### src/rtl/lbpb_pkg.sv
// Shared constants for the LED backlight PWM and boost control block
package lbpb_pkg;

   // Clock and timing
   localparam int unsigned CLK_HZ = 40_000_000;
   localparam int unsigned STEP_HZ = 2_000_000;
   localparam int unsigned STEP_DIV = CLK_HZ / STEP_HZ;
   localparam int unsigned PWM_PERIOD = 95;
   localparam int unsigned CUR_RAMP_US = 1000;
   localparam int unsigned CUR_RAMP_CYC = CUR_RAMP_US * (CLK_HZ / 1_000_000);
   localparam int unsigned DIM_STEP_MS = 40;
   localparam int unsigned DIM_STEP_CYC = DIM_STEP_MS * 1000 * (CLK_HZ / 1_000_000);

   // Widths
   localparam int unsigned DUTY_W = 7;
   localparam int unsigned CODE_W = 8;
   localparam int unsigned PADDR_W = 12;

   // Register indexes; byte address is four times the index
   localparam logic [7:0] REG_BOOST = 8'h46;
   localparam logic [7:0] REG_LED_CONTROL = 8'h47;
   localparam logic [7:0] REG_IDLE_CURRENT = 8'h48;
   localparam logic [7:0] REG_STRING1_CURRENT = 8'h49;
   localparam logic [7:0] REG_STRING1_DUTY = 8'h4c;

   // Boost control fields
   localparam int unsigned BST_EN = 0;
   localparam int unsigned BST_FB1 = 1;
   localparam int unsigned BST_ILIM = 4;
   localparam int unsigned BST_FREQ = 5;
   localparam int unsigned BST_MASK = 6;
   localparam int unsigned BST_EVENT = 7;
   localparam logic [7:0] BOOST_RST = 8'h20;

   // LED control fields: enable at 2*n, ramp at 2*n+1, current mode of string 3 at 6
   localparam int unsigned LEDC_ICONT3 = 6;
   localparam logic [7:0] LED_CONTROL_RST = 8'h40;

   // Duty register: ratio in 6:0, dimming enable in 7
   localparam int unsigned DUTY_DIM = 7;
   localparam logic [7:0] CODE_RST = 8'h00;
   localparam logic [7:0] DUTY_RST = 8'h00;

endpackage

### src/rtl/lbpb_string.sv
// One LED string: duty dimming, current code ramping and sink drive
`timescale 1ns/10ps
module lbpb_string #(
   parameter int unsigned DW = 7,
   parameter int unsigned CW = 8
) (
   input wire logic mclk,
   input wire logic sys_rst,
   input wire logic ms_tick,
   input wire logic dim_tick,
   input wire logic [DW-1:0] pwm_count,
   input wire logic [DW-1:0] duty_target,
   input wire logic dim_en,
   input wire logic [CW-1:0] code_target,
   input wire logic ramp_en,
   input wire logic [CW-1:0] idle_code,
   input wire logic current_ctrl,
   output logic sink_on,
   output logic [CW-1:0] sink_code,
   output logic [DW-1:0] duty_now
);
   import lbpb_pkg::*;

   localparam logic [DW-1:0] FULL_LIMIT = DW'(PWM_PERIOD);

   logic [DW-1:0] duty_q, duty_d;
   logic [CW-1:0] code_q, code_d;
   logic on_q, on_d;
   logic [CW-1:0] out_q, out_d;

   always_comb begin
      duty_d = duty_q;
      code_d = code_q;
      if (!dim_en) begin
         duty_d = duty_target;
      end else if (dim_tick) begin
         if (duty_q < duty_target) begin
            duty_d = duty_q + DW'(1);
         end else if (duty_q > duty_target) begin
            duty_d = duty_q - DW'(1);
         end
      end
      if (!ramp_en) begin
         code_d = code_target;
      end else if (ms_tick) begin
         if (code_q < code_target) begin
            code_d = code_q + CW'(1);
         end else if (code_q > code_target) begin
            code_d = code_q - CW'(1);
         end
      end
      // Above the period the switch stays closed; count below ratio is active
      on_d = (duty_q > FULL_LIMIT) || (pwm_count < duty_q);
      if (!current_ctrl) begin
         out_d = '0;
      end else if (on_d) begin
         out_d = code_q;
      end else begin
         out_d = idle_code;
      end
   end

   always_ff @(posedge mclk) begin
      if (sys_rst) begin
         duty_q <= '0;
         code_q <= '0;
         on_q <= 1'b0;
         out_q <= '0;
      end else begin
         duty_q <= duty_d;
         code_q <= code_d;
         on_q <= on_d;
         out_q <= out_d;
      end
   end

   assign sink_on = on_q;
   assign sink_code = out_q;
   assign duty_now = duty_q;

endmodule

### src/rtl/lbpb_top.sv
// LED backlight PWM generators, current codes and boost control with APB registers
`timescale 1ns/10ps
//
// Overview of operation
// - PWM period is 95 steps of the 2 MHz clock, about 21 kHz.
// - Ratio above 95 keeps the string switch closed continuously.
// - During the active part each sink except PWM-only string 3 drives its own current code.
// - During the inactive part all strings except PWM-only string 3 use the shared idle code.
// - With dimming enabled, ratio moves toward new value one step per 40 ms.
// - With dimming off, a new ratio applies at once.
// - Each string current is an 8-bit logarithmic code of 256 steps.
// - Per-string ramp enable moves current code one step per 1 ms.
// - String 3 PWM-only mode: no current, 0-100 % duty, no feedback.
// - Boost switches off on overvoltage or inductor overcurrent.
// - Bits 1..3 include the matching string input in boost feedback.
// - Bit 4 selects current limit: 710 mA clear, 1000 mA set.
// - Bit 5 selects 1 MHz clear or 2 MHz set; resets to 1.
// - Bit 6 set masks boost fault from the interrupt request.
// - Write-one-to-clear bit 7 records an overvoltage or overcurrent fault event.
// - Fault event clears only on writing one; writing zero keeps it.
// - Clearing a sink enable also clears that string's feedback inclusion.
// - Each ratio is a 7-bit count of 2 MHz periods, zero is off.
module lbpb_top #(
   parameter int unsigned RAMP_CYC = lbpb_pkg::CUR_RAMP_CYC,
   parameter int unsigned DIM_CYC = lbpb_pkg::DIM_STEP_CYC
) (
   input wire logic mclk,
   input wire logic sys_rst,
   input wire logic psel,
   input wire logic penable,
   input wire logic pwrite,
   input wire logic [lbpb_pkg::PADDR_W-1:0] paddr,
   input wire logic [31:0] pwdata,
   output logic [31:0] prdata,
   output logic pready,
   output logic pslverr,
   input wire logic overvoltage_detect,
   input wire logic overcurrent_detect,
   output logic boost_switch_enable,
   output logic step_up_current_limit_sel,
   output logic step_up_switch_freq_sel,
   output logic string1_feedback_include,
   output logic string2_feedback_include,
   output logic string3_feedback_include,
   output logic string1_sink_enable,
   output logic string2_sink_enable,
   output logic string3_sink_enable,
   output logic string1_sink_on,
   output logic string2_sink_on,
   output logic string3_sink_on,
   output logic [lbpb_pkg::CODE_W-1:0] string1_sink_code,
   output logic [lbpb_pkg::CODE_W-1:0] string2_sink_code,
   output logic [lbpb_pkg::CODE_W-1:0] string3_sink_code,
   output logic interrupt_request_n
);
   import lbpb_pkg::*;

   localparam int unsigned DIV_W = $clog2(STEP_DIV);
   localparam int unsigned RAMP_W = $clog2(RAMP_CYC + 1);
   localparam int unsigned DIM_W = $clog2(DIM_CYC + 1);

   ////////////////////////////////////////////////////////////////////////////
   // Time bases

   logic [DIV_W-1:0] div_q, div_d;
   logic [DUTY_W-1:0] pwm_q, pwm_d;
   logic [RAMP_W-1:0] ms_q, ms_d;
   logic [DIM_W-1:0] dim_q, dim_d;
   logic step_en, ms_tick, dim_tick;

   always_comb begin
      step_en = (div_q == DIV_W'(STEP_DIV - 1));
      ms_tick = (ms_q == RAMP_W'(RAMP_CYC - 1));
      dim_tick = (dim_q == DIM_W'(DIM_CYC - 1));
      div_d = step_en ? '0 : div_q + DIV_W'(1);
      ms_d = ms_tick ? '0 : ms_q + RAMP_W'(1);
      dim_d = dim_tick ? '0 : dim_q + DIM_W'(1);
      pwm_d = pwm_q;
      if (step_en) begin
         pwm_d = (pwm_q == DUTY_W'(PWM_PERIOD - 1)) ? '0 : pwm_q + DUTY_W'(1);
      end
   end

   always_ff @(posedge mclk) begin
      if (sys_rst) begin
         div_q <= '0;
         pwm_q <= '0;
         ms_q <= '0;
         dim_q <= '0;
      end else begin
         div_q <= div_d;
         pwm_q <= pwm_d;
         ms_q <= ms_d;
         dim_q <= dim_d;
      end
   end

   ////////////////////////////////////////////////////////////////////////////
   // APB slave, one wait state so read data leave a flip-flop

   logic rdy_q, rdy_d;
   logic err_q, err_d;
   logic [31:0] rdata_q, rdata_d;
   logic [7:0] boost_q, boost_d;
   logic [7:0] ledc_q, ledc_d;
   logic [7:0] idle_q, idle_d;
   logic [7:0] code_q [3], code_d [3];
   logic [7:0] duty_q [3], duty_d [3];
   logic [7:0] rd_idx;
   logic [7:0] rd_val;
   logic hit;
   logic wr_now;
   logic fault_now;
   logic [DUTY_W-1:0] duty_now [3];

   assign rd_idx = paddr[9:2];
   assign wr_now = psel && penable && rdy_q && pwrite && !err_q;
   assign fault_now = overvoltage_detect || overcurrent_detect;

   always_comb begin
      hit = 1'b1;
      rd_val = 8'h00;
      unique case (rd_idx)
         REG_BOOST: rd_val = boost_q;
         REG_LED_CONTROL: rd_val = ledc_q;
         REG_IDLE_CURRENT: rd_val = idle_q;
         REG_STRING1_CURRENT: rd_val = code_q[0];
         REG_STRING1_CURRENT + 8'h01: rd_val = code_q[1];
         REG_STRING1_CURRENT + 8'h02: rd_val = code_q[2];
         REG_STRING1_DUTY: rd_val = duty_q[0];
         REG_STRING1_DUTY + 8'h01: rd_val = duty_q[1];
         REG_STRING1_DUTY + 8'h02: rd_val = duty_q[2];
         default: hit = 1'b0;
      endcase
      if (paddr[1:0] != 2'b00 || paddr[PADDR_W-1:10] != '0) begin
         hit = 1'b0;
      end
      rdy_d = psel && penable && !rdy_q;
      err_d = rdy_q ? err_q : !hit;
      rdata_d = rdata_q;
      if (psel && penable && !rdy_q) begin
         rdata_d = (hit && !pwrite) ? {24'h000000, rd_val} : 32'h00000000;
      end
   end

   always_comb begin
      boost_d = boost_q;
      ledc_d = ledc_q;
      idle_d = idle_q;
      code_d = code_q;
      duty_d = duty_q;
      if (wr_now) begin
         unique case (rd_idx)
            REG_BOOST: begin
               boost_d[BST_MASK:0] = pwdata[BST_MASK:0];
               if (pwdata[BST_EVENT]) begin
                  boost_d[BST_EVENT] = 1'b0;
               end
            end
            REG_LED_CONTROL: ledc_d = {1'b0, pwdata[6:0]};
            REG_IDLE_CURRENT: idle_d = pwdata[7:0];
            REG_STRING1_CURRENT: code_d[0] = pwdata[7:0];
            REG_STRING1_CURRENT + 8'h01: code_d[1] = pwdata[7:0];
            REG_STRING1_CURRENT + 8'h02: code_d[2] = pwdata[7:0];
            REG_STRING1_DUTY: duty_d[0] = pwdata[7:0];
            REG_STRING1_DUTY + 8'h01: duty_d[1] = pwdata[7:0];
            REG_STRING1_DUTY + 8'h02: duty_d[2] = pwdata[7:0];
            default: ;
         endcase
      end
      // PWM-only string 3 loses its sink enable and feedback inclusion
      if (!ledc_d[LEDC_ICONT3]) begin
         ledc_d[4] = 1'b0;
      end
      for (int i = 0; i < 3; i++) begin
         if (!ledc_d[2 * i]) begin
            boost_d[BST_FB1 + i] = 1'b0;
         end
      end
      // A fault in the clearing cycle still leaves the event set
      if (fault_now) begin
         boost_d[BST_EVENT] = 1'b1;
      end
   end

   always_ff @(posedge mclk) begin
      if (sys_rst) begin
         rdy_q <= 1'b0;
         err_q <= 1'b0;
         rdata_q <= 32'h00000000;
         boost_q <= BOOST_RST;
         ledc_q <= LED_CONTROL_RST;
         idle_q <= CODE_RST;
         for (int i = 0; i < 3; i++) begin
            code_q[i] <= CODE_RST;
            duty_q[i] <= DUTY_RST;
         end
      end else begin
         rdy_q <= rdy_d;
         err_q <= err_d;
         rdata_q <= rdata_d;
         boost_q <= boost_d;
         ledc_q <= ledc_d;
         idle_q <= idle_d;
         code_q <= code_d;
         duty_q <= duty_d;
      end
   end

   assign pready = rdy_q;
   assign pslverr = rdy_q && err_q;
   assign prdata = rdata_q;

   ////////////////////////////////////////////////////////////////////////////
   // Strings

   logic sink_on [3];
   logic [CODE_W-1:0] sink_code [3];

   for (genvar g = 0; g < 3; g++) begin : g_str
      lbpb_string #(
         .DW(DUTY_W),
         .CW(CODE_W)
      ) u_str (
         .mclk(mclk),
         .sys_rst(sys_rst),
         .ms_tick(ms_tick),
         .dim_tick(dim_tick),
         .pwm_count(pwm_q),
         .duty_target(duty_q[g][DUTY_W-1:0]),
         .dim_en(duty_q[g][DUTY_DIM]),
         .code_target(code_q[g]),
         .ramp_en(ledc_q[2 * g + 1]),
         .idle_code(idle_q),
         .current_ctrl((g != 2) || ledc_q[LEDC_ICONT3]),
         .sink_on(sink_on[g]),
         .sink_code(sink_code[g]),
         .duty_now(duty_now[g])
      );
   end

   ////////////////////////////////////////////////////////////////////////////
   // Boost and sink outputs

   // Comparators act at once, so the switch drops in the same cycle
   assign boost_switch_enable = boost_q[BST_EN] && !fault_now;
   assign step_up_current_limit_sel = boost_q[BST_ILIM];
   assign step_up_switch_freq_sel = boost_q[BST_FREQ];
   assign string1_feedback_include = boost_q[BST_FB1];
   assign string2_feedback_include = boost_q[BST_FB1 + 1];
   assign string3_feedback_include = boost_q[BST_FB1 + 2];
   assign interrupt_request_n = !(boost_q[BST_EVENT] && !boost_q[BST_MASK]);
   assign string1_sink_enable = ledc_q[0];
   assign string2_sink_enable = ledc_q[2];
   assign string3_sink_enable = ledc_q[4];
   assign string1_sink_on = sink_on[0];
   assign string2_sink_on = sink_on[1];
   assign string3_sink_on = sink_on[2];
   assign string1_sink_code = sink_code[0];
   assign string2_sink_code = sink_code[1];
   assign string3_sink_code = sink_code[2];

endmodule
### config.mk
export PLATFORM = sky130hd
export DESIGN_NAME = lbpb_top
export DESIGN_NICKNAME = d
export VERILOG_FILES = /design/src/rtl/lbpb_pkg.sv /design/src/rtl/lbpb_string.sv /design/src/rtl/lbpb_top.sv
export SDC_FILE = /design/constraint.sdc
export NUM_CORES = 1
export LEC_CHECK = 0
export ABC_AREA = 1
export BUFFER_PORTS_ARGS = -buffer_cell sky130_fd_sc_hd__buf_4
export CORE_MARGIN = 8
export CORE_UTILIZATION = 35
export DETAILED_ROUTE_END_ITERATION = 8
export SYNTH_ARGS = -nofsm -noshare
export SYNTH_HDL_FRONTEND = slang
export SYNTH_HIERARCHICAL = 1
export SYNTH_SLANG_ARGS = --single-unit
### constraint.sdc
create_clock -name mclk -period 3.08 [get_ports mclk]
set_input_delay 0.616 -clock mclk [delete_from_list [all_inputs] [get_ports mclk]]
set_output_delay 0.616 -clock mclk [all_outputs]
set_load 0.01 [all_outputs]
==> run summary <==
The run finished with clean final reports. The combinational family with the most area after synthesis was simple AND/OR/NAND/NOR gates. The starting density of the core is 35.28%, and the final worst-path cycle share is 84.51%. In this run the deepest clock path goes through 3 buffers.

The via count of the first global-routing pass is 11510, and the synthesized area per cell is 7.285 um^2. After detailed routing, the number of remaining DRC violations is 0. H-tree depth: 1. CTS placed an instance of sky130_fd_sc_hd__clkbuf_16 at the clock tree root. The region available for standard cell placement spans 37310 um^2. The number of synthesized register bits came out at 202. The required time of the critical path came out at 3530 ps.

The biggest area contributor in the post-synthesis netlist is sky130_fd_sc_hd__dfxtp_1. Horizontal die dimension: 209.9 um. The utilization of the core after routing came out at 40.05%. For this design, the CTS-stage hold fixing added 0 buffers. At the end of routability-driven placement, the weighted congestion stood at 0.8808. By count the netlist is led by sky130_fd_sc_hd__nand2_1, sky130_fd_sc_hd__nor2_1, sky130_fd_sc_hd__dfxtp_1, sky130_fd_sc_hd__inv_1, sky130_fd_sc_hd__a21oi_1. Critical path capture point type: a register. The finished cells cover 14940 um^2. The area growth from synthesis to layout is 13.53%. In this run the worst path has a maximum fanout of 10.

The multiplexer fraction of the synthesized cell area works out to 0%. The worst pin sits at a relative slew slack of 54.86%. The tools report the clock buffer count from CTS as 25.

The post-route minimum period came out at 2603 ps. The routed design has 36.04 mm of wire. The tightest min-delay check is of the in2reg type. For this run the aggregate overflow at the end of global routing stands at 0. For this block, the via count after detailed routing is 11880.

Synthesis instantiated 54 different standard cells from the library. In this run the cell area of the synthesized design comes to 13160 um^2. In this run the biggest area consumer among cell types represents 30.72% of the synthesized area.

After clock tree synthesis, the setup repair step added 0 buffers. Static timing analysis puts the maximum clock frequency at 0.3842 GHz. Gates resized during post-CTS repair numbered 0. The kind of start point of the critical path was a register.

For this run, the register share of the synthesized area comes to 30.72%. 122 I/O pins were placed. The first routing iteration left 638 violations. The max-slew violation count was 0; the synthesized-area fraction occupied by adder cells was 10.80%.

The number of instances in the synthesized netlist is 1807. Clock-pin slew was measured on the worst setup and hold paths at 60 ps. The total power was 0.005762 W; the via density per instance was 5.010. Max-cap violations in this run came to 0. The total power per unit cell area was 385.6 nW/um^2; the net count reported at finish was 2041.

For this run, global-route usage on met2 was measured as 26.97%. The number of optimization iterations in the first detailed-route pass is 6, and the fraction of met3 tracks used by global routing is 1.916%. The slew at the pin closest to its max-slew limit came out at 672.5 ps.

The data arrival at the endpoint of the critical path came out at 3050 ps. The placed instances occupy a cell area of 14130 um^2. The die covers 44070 um^2.

Adding up every negative setup slack in the final design gives 0 ps. Ranked by total cell area, the synthesized netlist is headed by sky130_fd_sc_hd__dfxtp_1, sky130_fd_sc_hd__ha_1, sky130_fd_sc_hd__nand2_1. The type of the worst setup path was reg2reg. Setup repair after global routing left no endpoint under its margin. The tools report the initial antenna violation count as 0.

TritonCTS built the clock tree. For the largest net degree at the start of global routing, the log shows 67. The placement row count was 71. In this run the most used layer during global routing was met2. Number of instances in the placed design: 2327. Yosys warning count: 6. After filler insertion, the fill cell instance count of the layout stands at 3885. In this run the tool buffered the top-level ports with 73 buffer cells.

The floorplan step set the die height to 209.9 um. The share of cells above drive strength 1 was 16.87%; the clock latency reported for the late side of the worst-skew pair was 540 ps. Once detail routing completed, the nets flagged for antenna violations numbered 0. Dividing the detail-routed wire length by the instance count gives 15.20 um. Fraction of the mapped netlist area in compound gates: 16.14%. The finished layout holds 2371 standard cells, fillers aside. The tools report the worst setup skew after layout as 25.81 ps. The synthesized design contains 0 enable-type register cells.

IR analysis of the VDD net gives a maximum drop of 0.3297 mV. The first global-routing pass estimated 58.49 mm of wire. The xor and xnor area share after synthesis is 1.996%, and the static leakage power is 6.388 nW. For the antenna cell count, the log shows 0. The final setup violation count was 0; the met1 track utilization from global routing was 20.71%.

The synthesized netlist devotes 31.30% of its cell area to simple gates. Count of endpoints failing hold in the final timing report: 0. In the post-synthesis netlist, the cell with the most instances is sky130_fd_sc_hd__nand2_1. The commonest register cell after synthesis was sky130_fd_sc_hd__dfxtp_1. The half-perimeter wire length after placement is 27.28 mm, and the clock net sink count is 202. The async set or reset register ratio after synthesis came out at 0%. Global routing used 15.97% of the available tracks.
## critical path, stage by stage (launching register included)
cell and delay (ps):
sky130_fd_sc_hd__dfxtp_1 400, sky130_fd_sc_hd__inv_1 100, sky130_fd_sc_hd__ha_1 300, sky130_fd_sc_hd__a21oi_1 140, sky130_fd_sc_hd__nor2_1 80, sky130_fd_sc_hd__nor2_4 130
sky130_fd_sc_hd__nand2_4 130, sky130_fd_sc_hd__ha_1 400, sky130_fd_sc_hd__nand2_1 110, sky130_fd_sc_hd__inv_2 40, sky130_fd_sc_hd__o21ai_1 150, sky130_fd_sc_hd__nand3_1 100
sky130_fd_sc_hd__nand2_1 60, sky130_fd_sc_hd__nand3_1 80, sky130_fd_sc_hd__o21ai_0 90, sky130_fd_sc_hd__nand2_1 80, sky130_fd_sc_hd__a21oi_1 120
## cells by family (layout without fill, tap and decap cells)
kind of cell,Yosys count,count (layout)
simple gates,826,826
other cells,2,26
compound gates,360,360
fa+ha+maj,110,110
buf+inv,277,343
xor+xnor,30,30
flops,202,202
## final cells by class
class / count / area [um^2] / area share (%)
Clock buffer: 34 / 699.4 / 4.680
Inverter: 214 / 815.8 / 5.459
Timing Repair Buffer: 85 / 650.6 / 4.354
Tap cell: 474 / 593.1 / 3.969
Sequential cell: 202 / 4044 / 27.06
Clock inverter: 10 / 115.1 / 0.7703
Multi-Input combinational cell: 1352 / 8026 / 53.71
## path summary, 6_finish.rpt
kind                   from                          to  slack, ps  cells past startpoint
setup / recovery  duty_q[4]  g_str[2].u_str/duty_now[5]        480                     16
hold / removal    pwdata[1]                  boost_q[1]        350                      3
setup reg to reg  duty_q[4]  g_str[2].u_str/duty_now[5]        480                     16
hold reg to reg    div_q[0]                    div_q[0]        450                      1
## cell usage in the layout (no fill, tap or decap), types with 4 or more instances in the layout
cell type,instances
sky130_fd_sc_hd__xor2_1,15
sky130_fd_sc_hd__dfxtp_1,202
sky130_fd_sc_hd__clkbuf_1,5
sky130_fd_sc_hd__nand4_1,34
sky130_fd_sc_hd__nor3_2,4
sky130_fd_sc_hd__clkbuf_16,25
sky130_fd_sc_hd__nor3_1,12
sky130_fd_sc_hd__o21ai_1,31
sky130_fd_sc_hd__o21ai_0,93
sky130_fd_sc_hd__a21oi_2,45
sky130_fd_sc_hd__nand3_2,8
sky130_fd_sc_hd__nor2_1,232
sky130_fd_sc_hd__nor2_2,7
sky130_fd_sc_hd__nand3b_1,4
sky130_fd_sc_hd__nand2_4,15
sky130_fd_sc_hd__nand2_1,280
sky130_fd_sc_hd__or2_1,5
sky130_fd_sc_hd__nand3_1,133
sky130_fd_sc_hd__or2_2,7
sky130_fd_sc_hd__clkbuf_8,4
sky130_fd_sc_hd__nand2_2,37
sky130_fd_sc_hd__nor2_4,18
sky130_fd_sc_hd__ha_1,104
sky130_fd_sc_hd__buf_4,84
sky130_fd_sc_hd__nor2_8,5
sky130_fd_sc_hd__inv_6,4
sky130_fd_sc_hd__a21oi_1,151
sky130_fd_sc_hd__a31oi_1,4
sky130_fd_sc_hd__o211ai_1,6
sky130_fd_sc_hd__o21ai_2,10
sky130_fd_sc_hd__nand3_4,4
sky130_fd_sc_hd__xnor2_1,15
sky130_fd_sc_hd__a21o_1,7
sky130_fd_sc_hd__inv_1,192
sky130_fd_sc_hd__nor3b_1,7
sky130_fd_sc_hd__fa_1,6
sky130_fd_sc_hd__conb_1,26
sky130_fd_sc_hd__inv_2,19
## metal layers
layer / part of all wire, % / wire length, um
met5: 0 / 0
met4: 3.2 / 1168
met3: 4.3 / 1558
met2: 46 / 16730
met1: 46 / 16590
## power breakdown
group	internal, W	switching, W
clock network	0.00176	0.00116
logic	0.0000593	0.000150
registers	0.00263	0.00000896
total	0.00444	0.00132
## sequential cells by signal, summed over array words and instances, names as in the netlist, 16 cells and up
signal	cells
dim_q	21
g_str.u_str/sink_code	24
g_str.u_str/duty_now	21
duty_q	24
ms_q	16
code_q	24
g_str.u_str/code_q	24
## stage by stage
step / worst slack, ps / hold slack (ps)
6_report: 477.2 / 352.2
5_1_grt: 221.1 / 344.1
4_1_cts: 469.3 / 335.3
3_5_place_dp: 500.5 / 443.3
3_3_place_gp: 539.4 / 427.2
2_1_floorplan: 853.5 / 417.5
No activity file was read; power rests on OpenSTA's default activity.
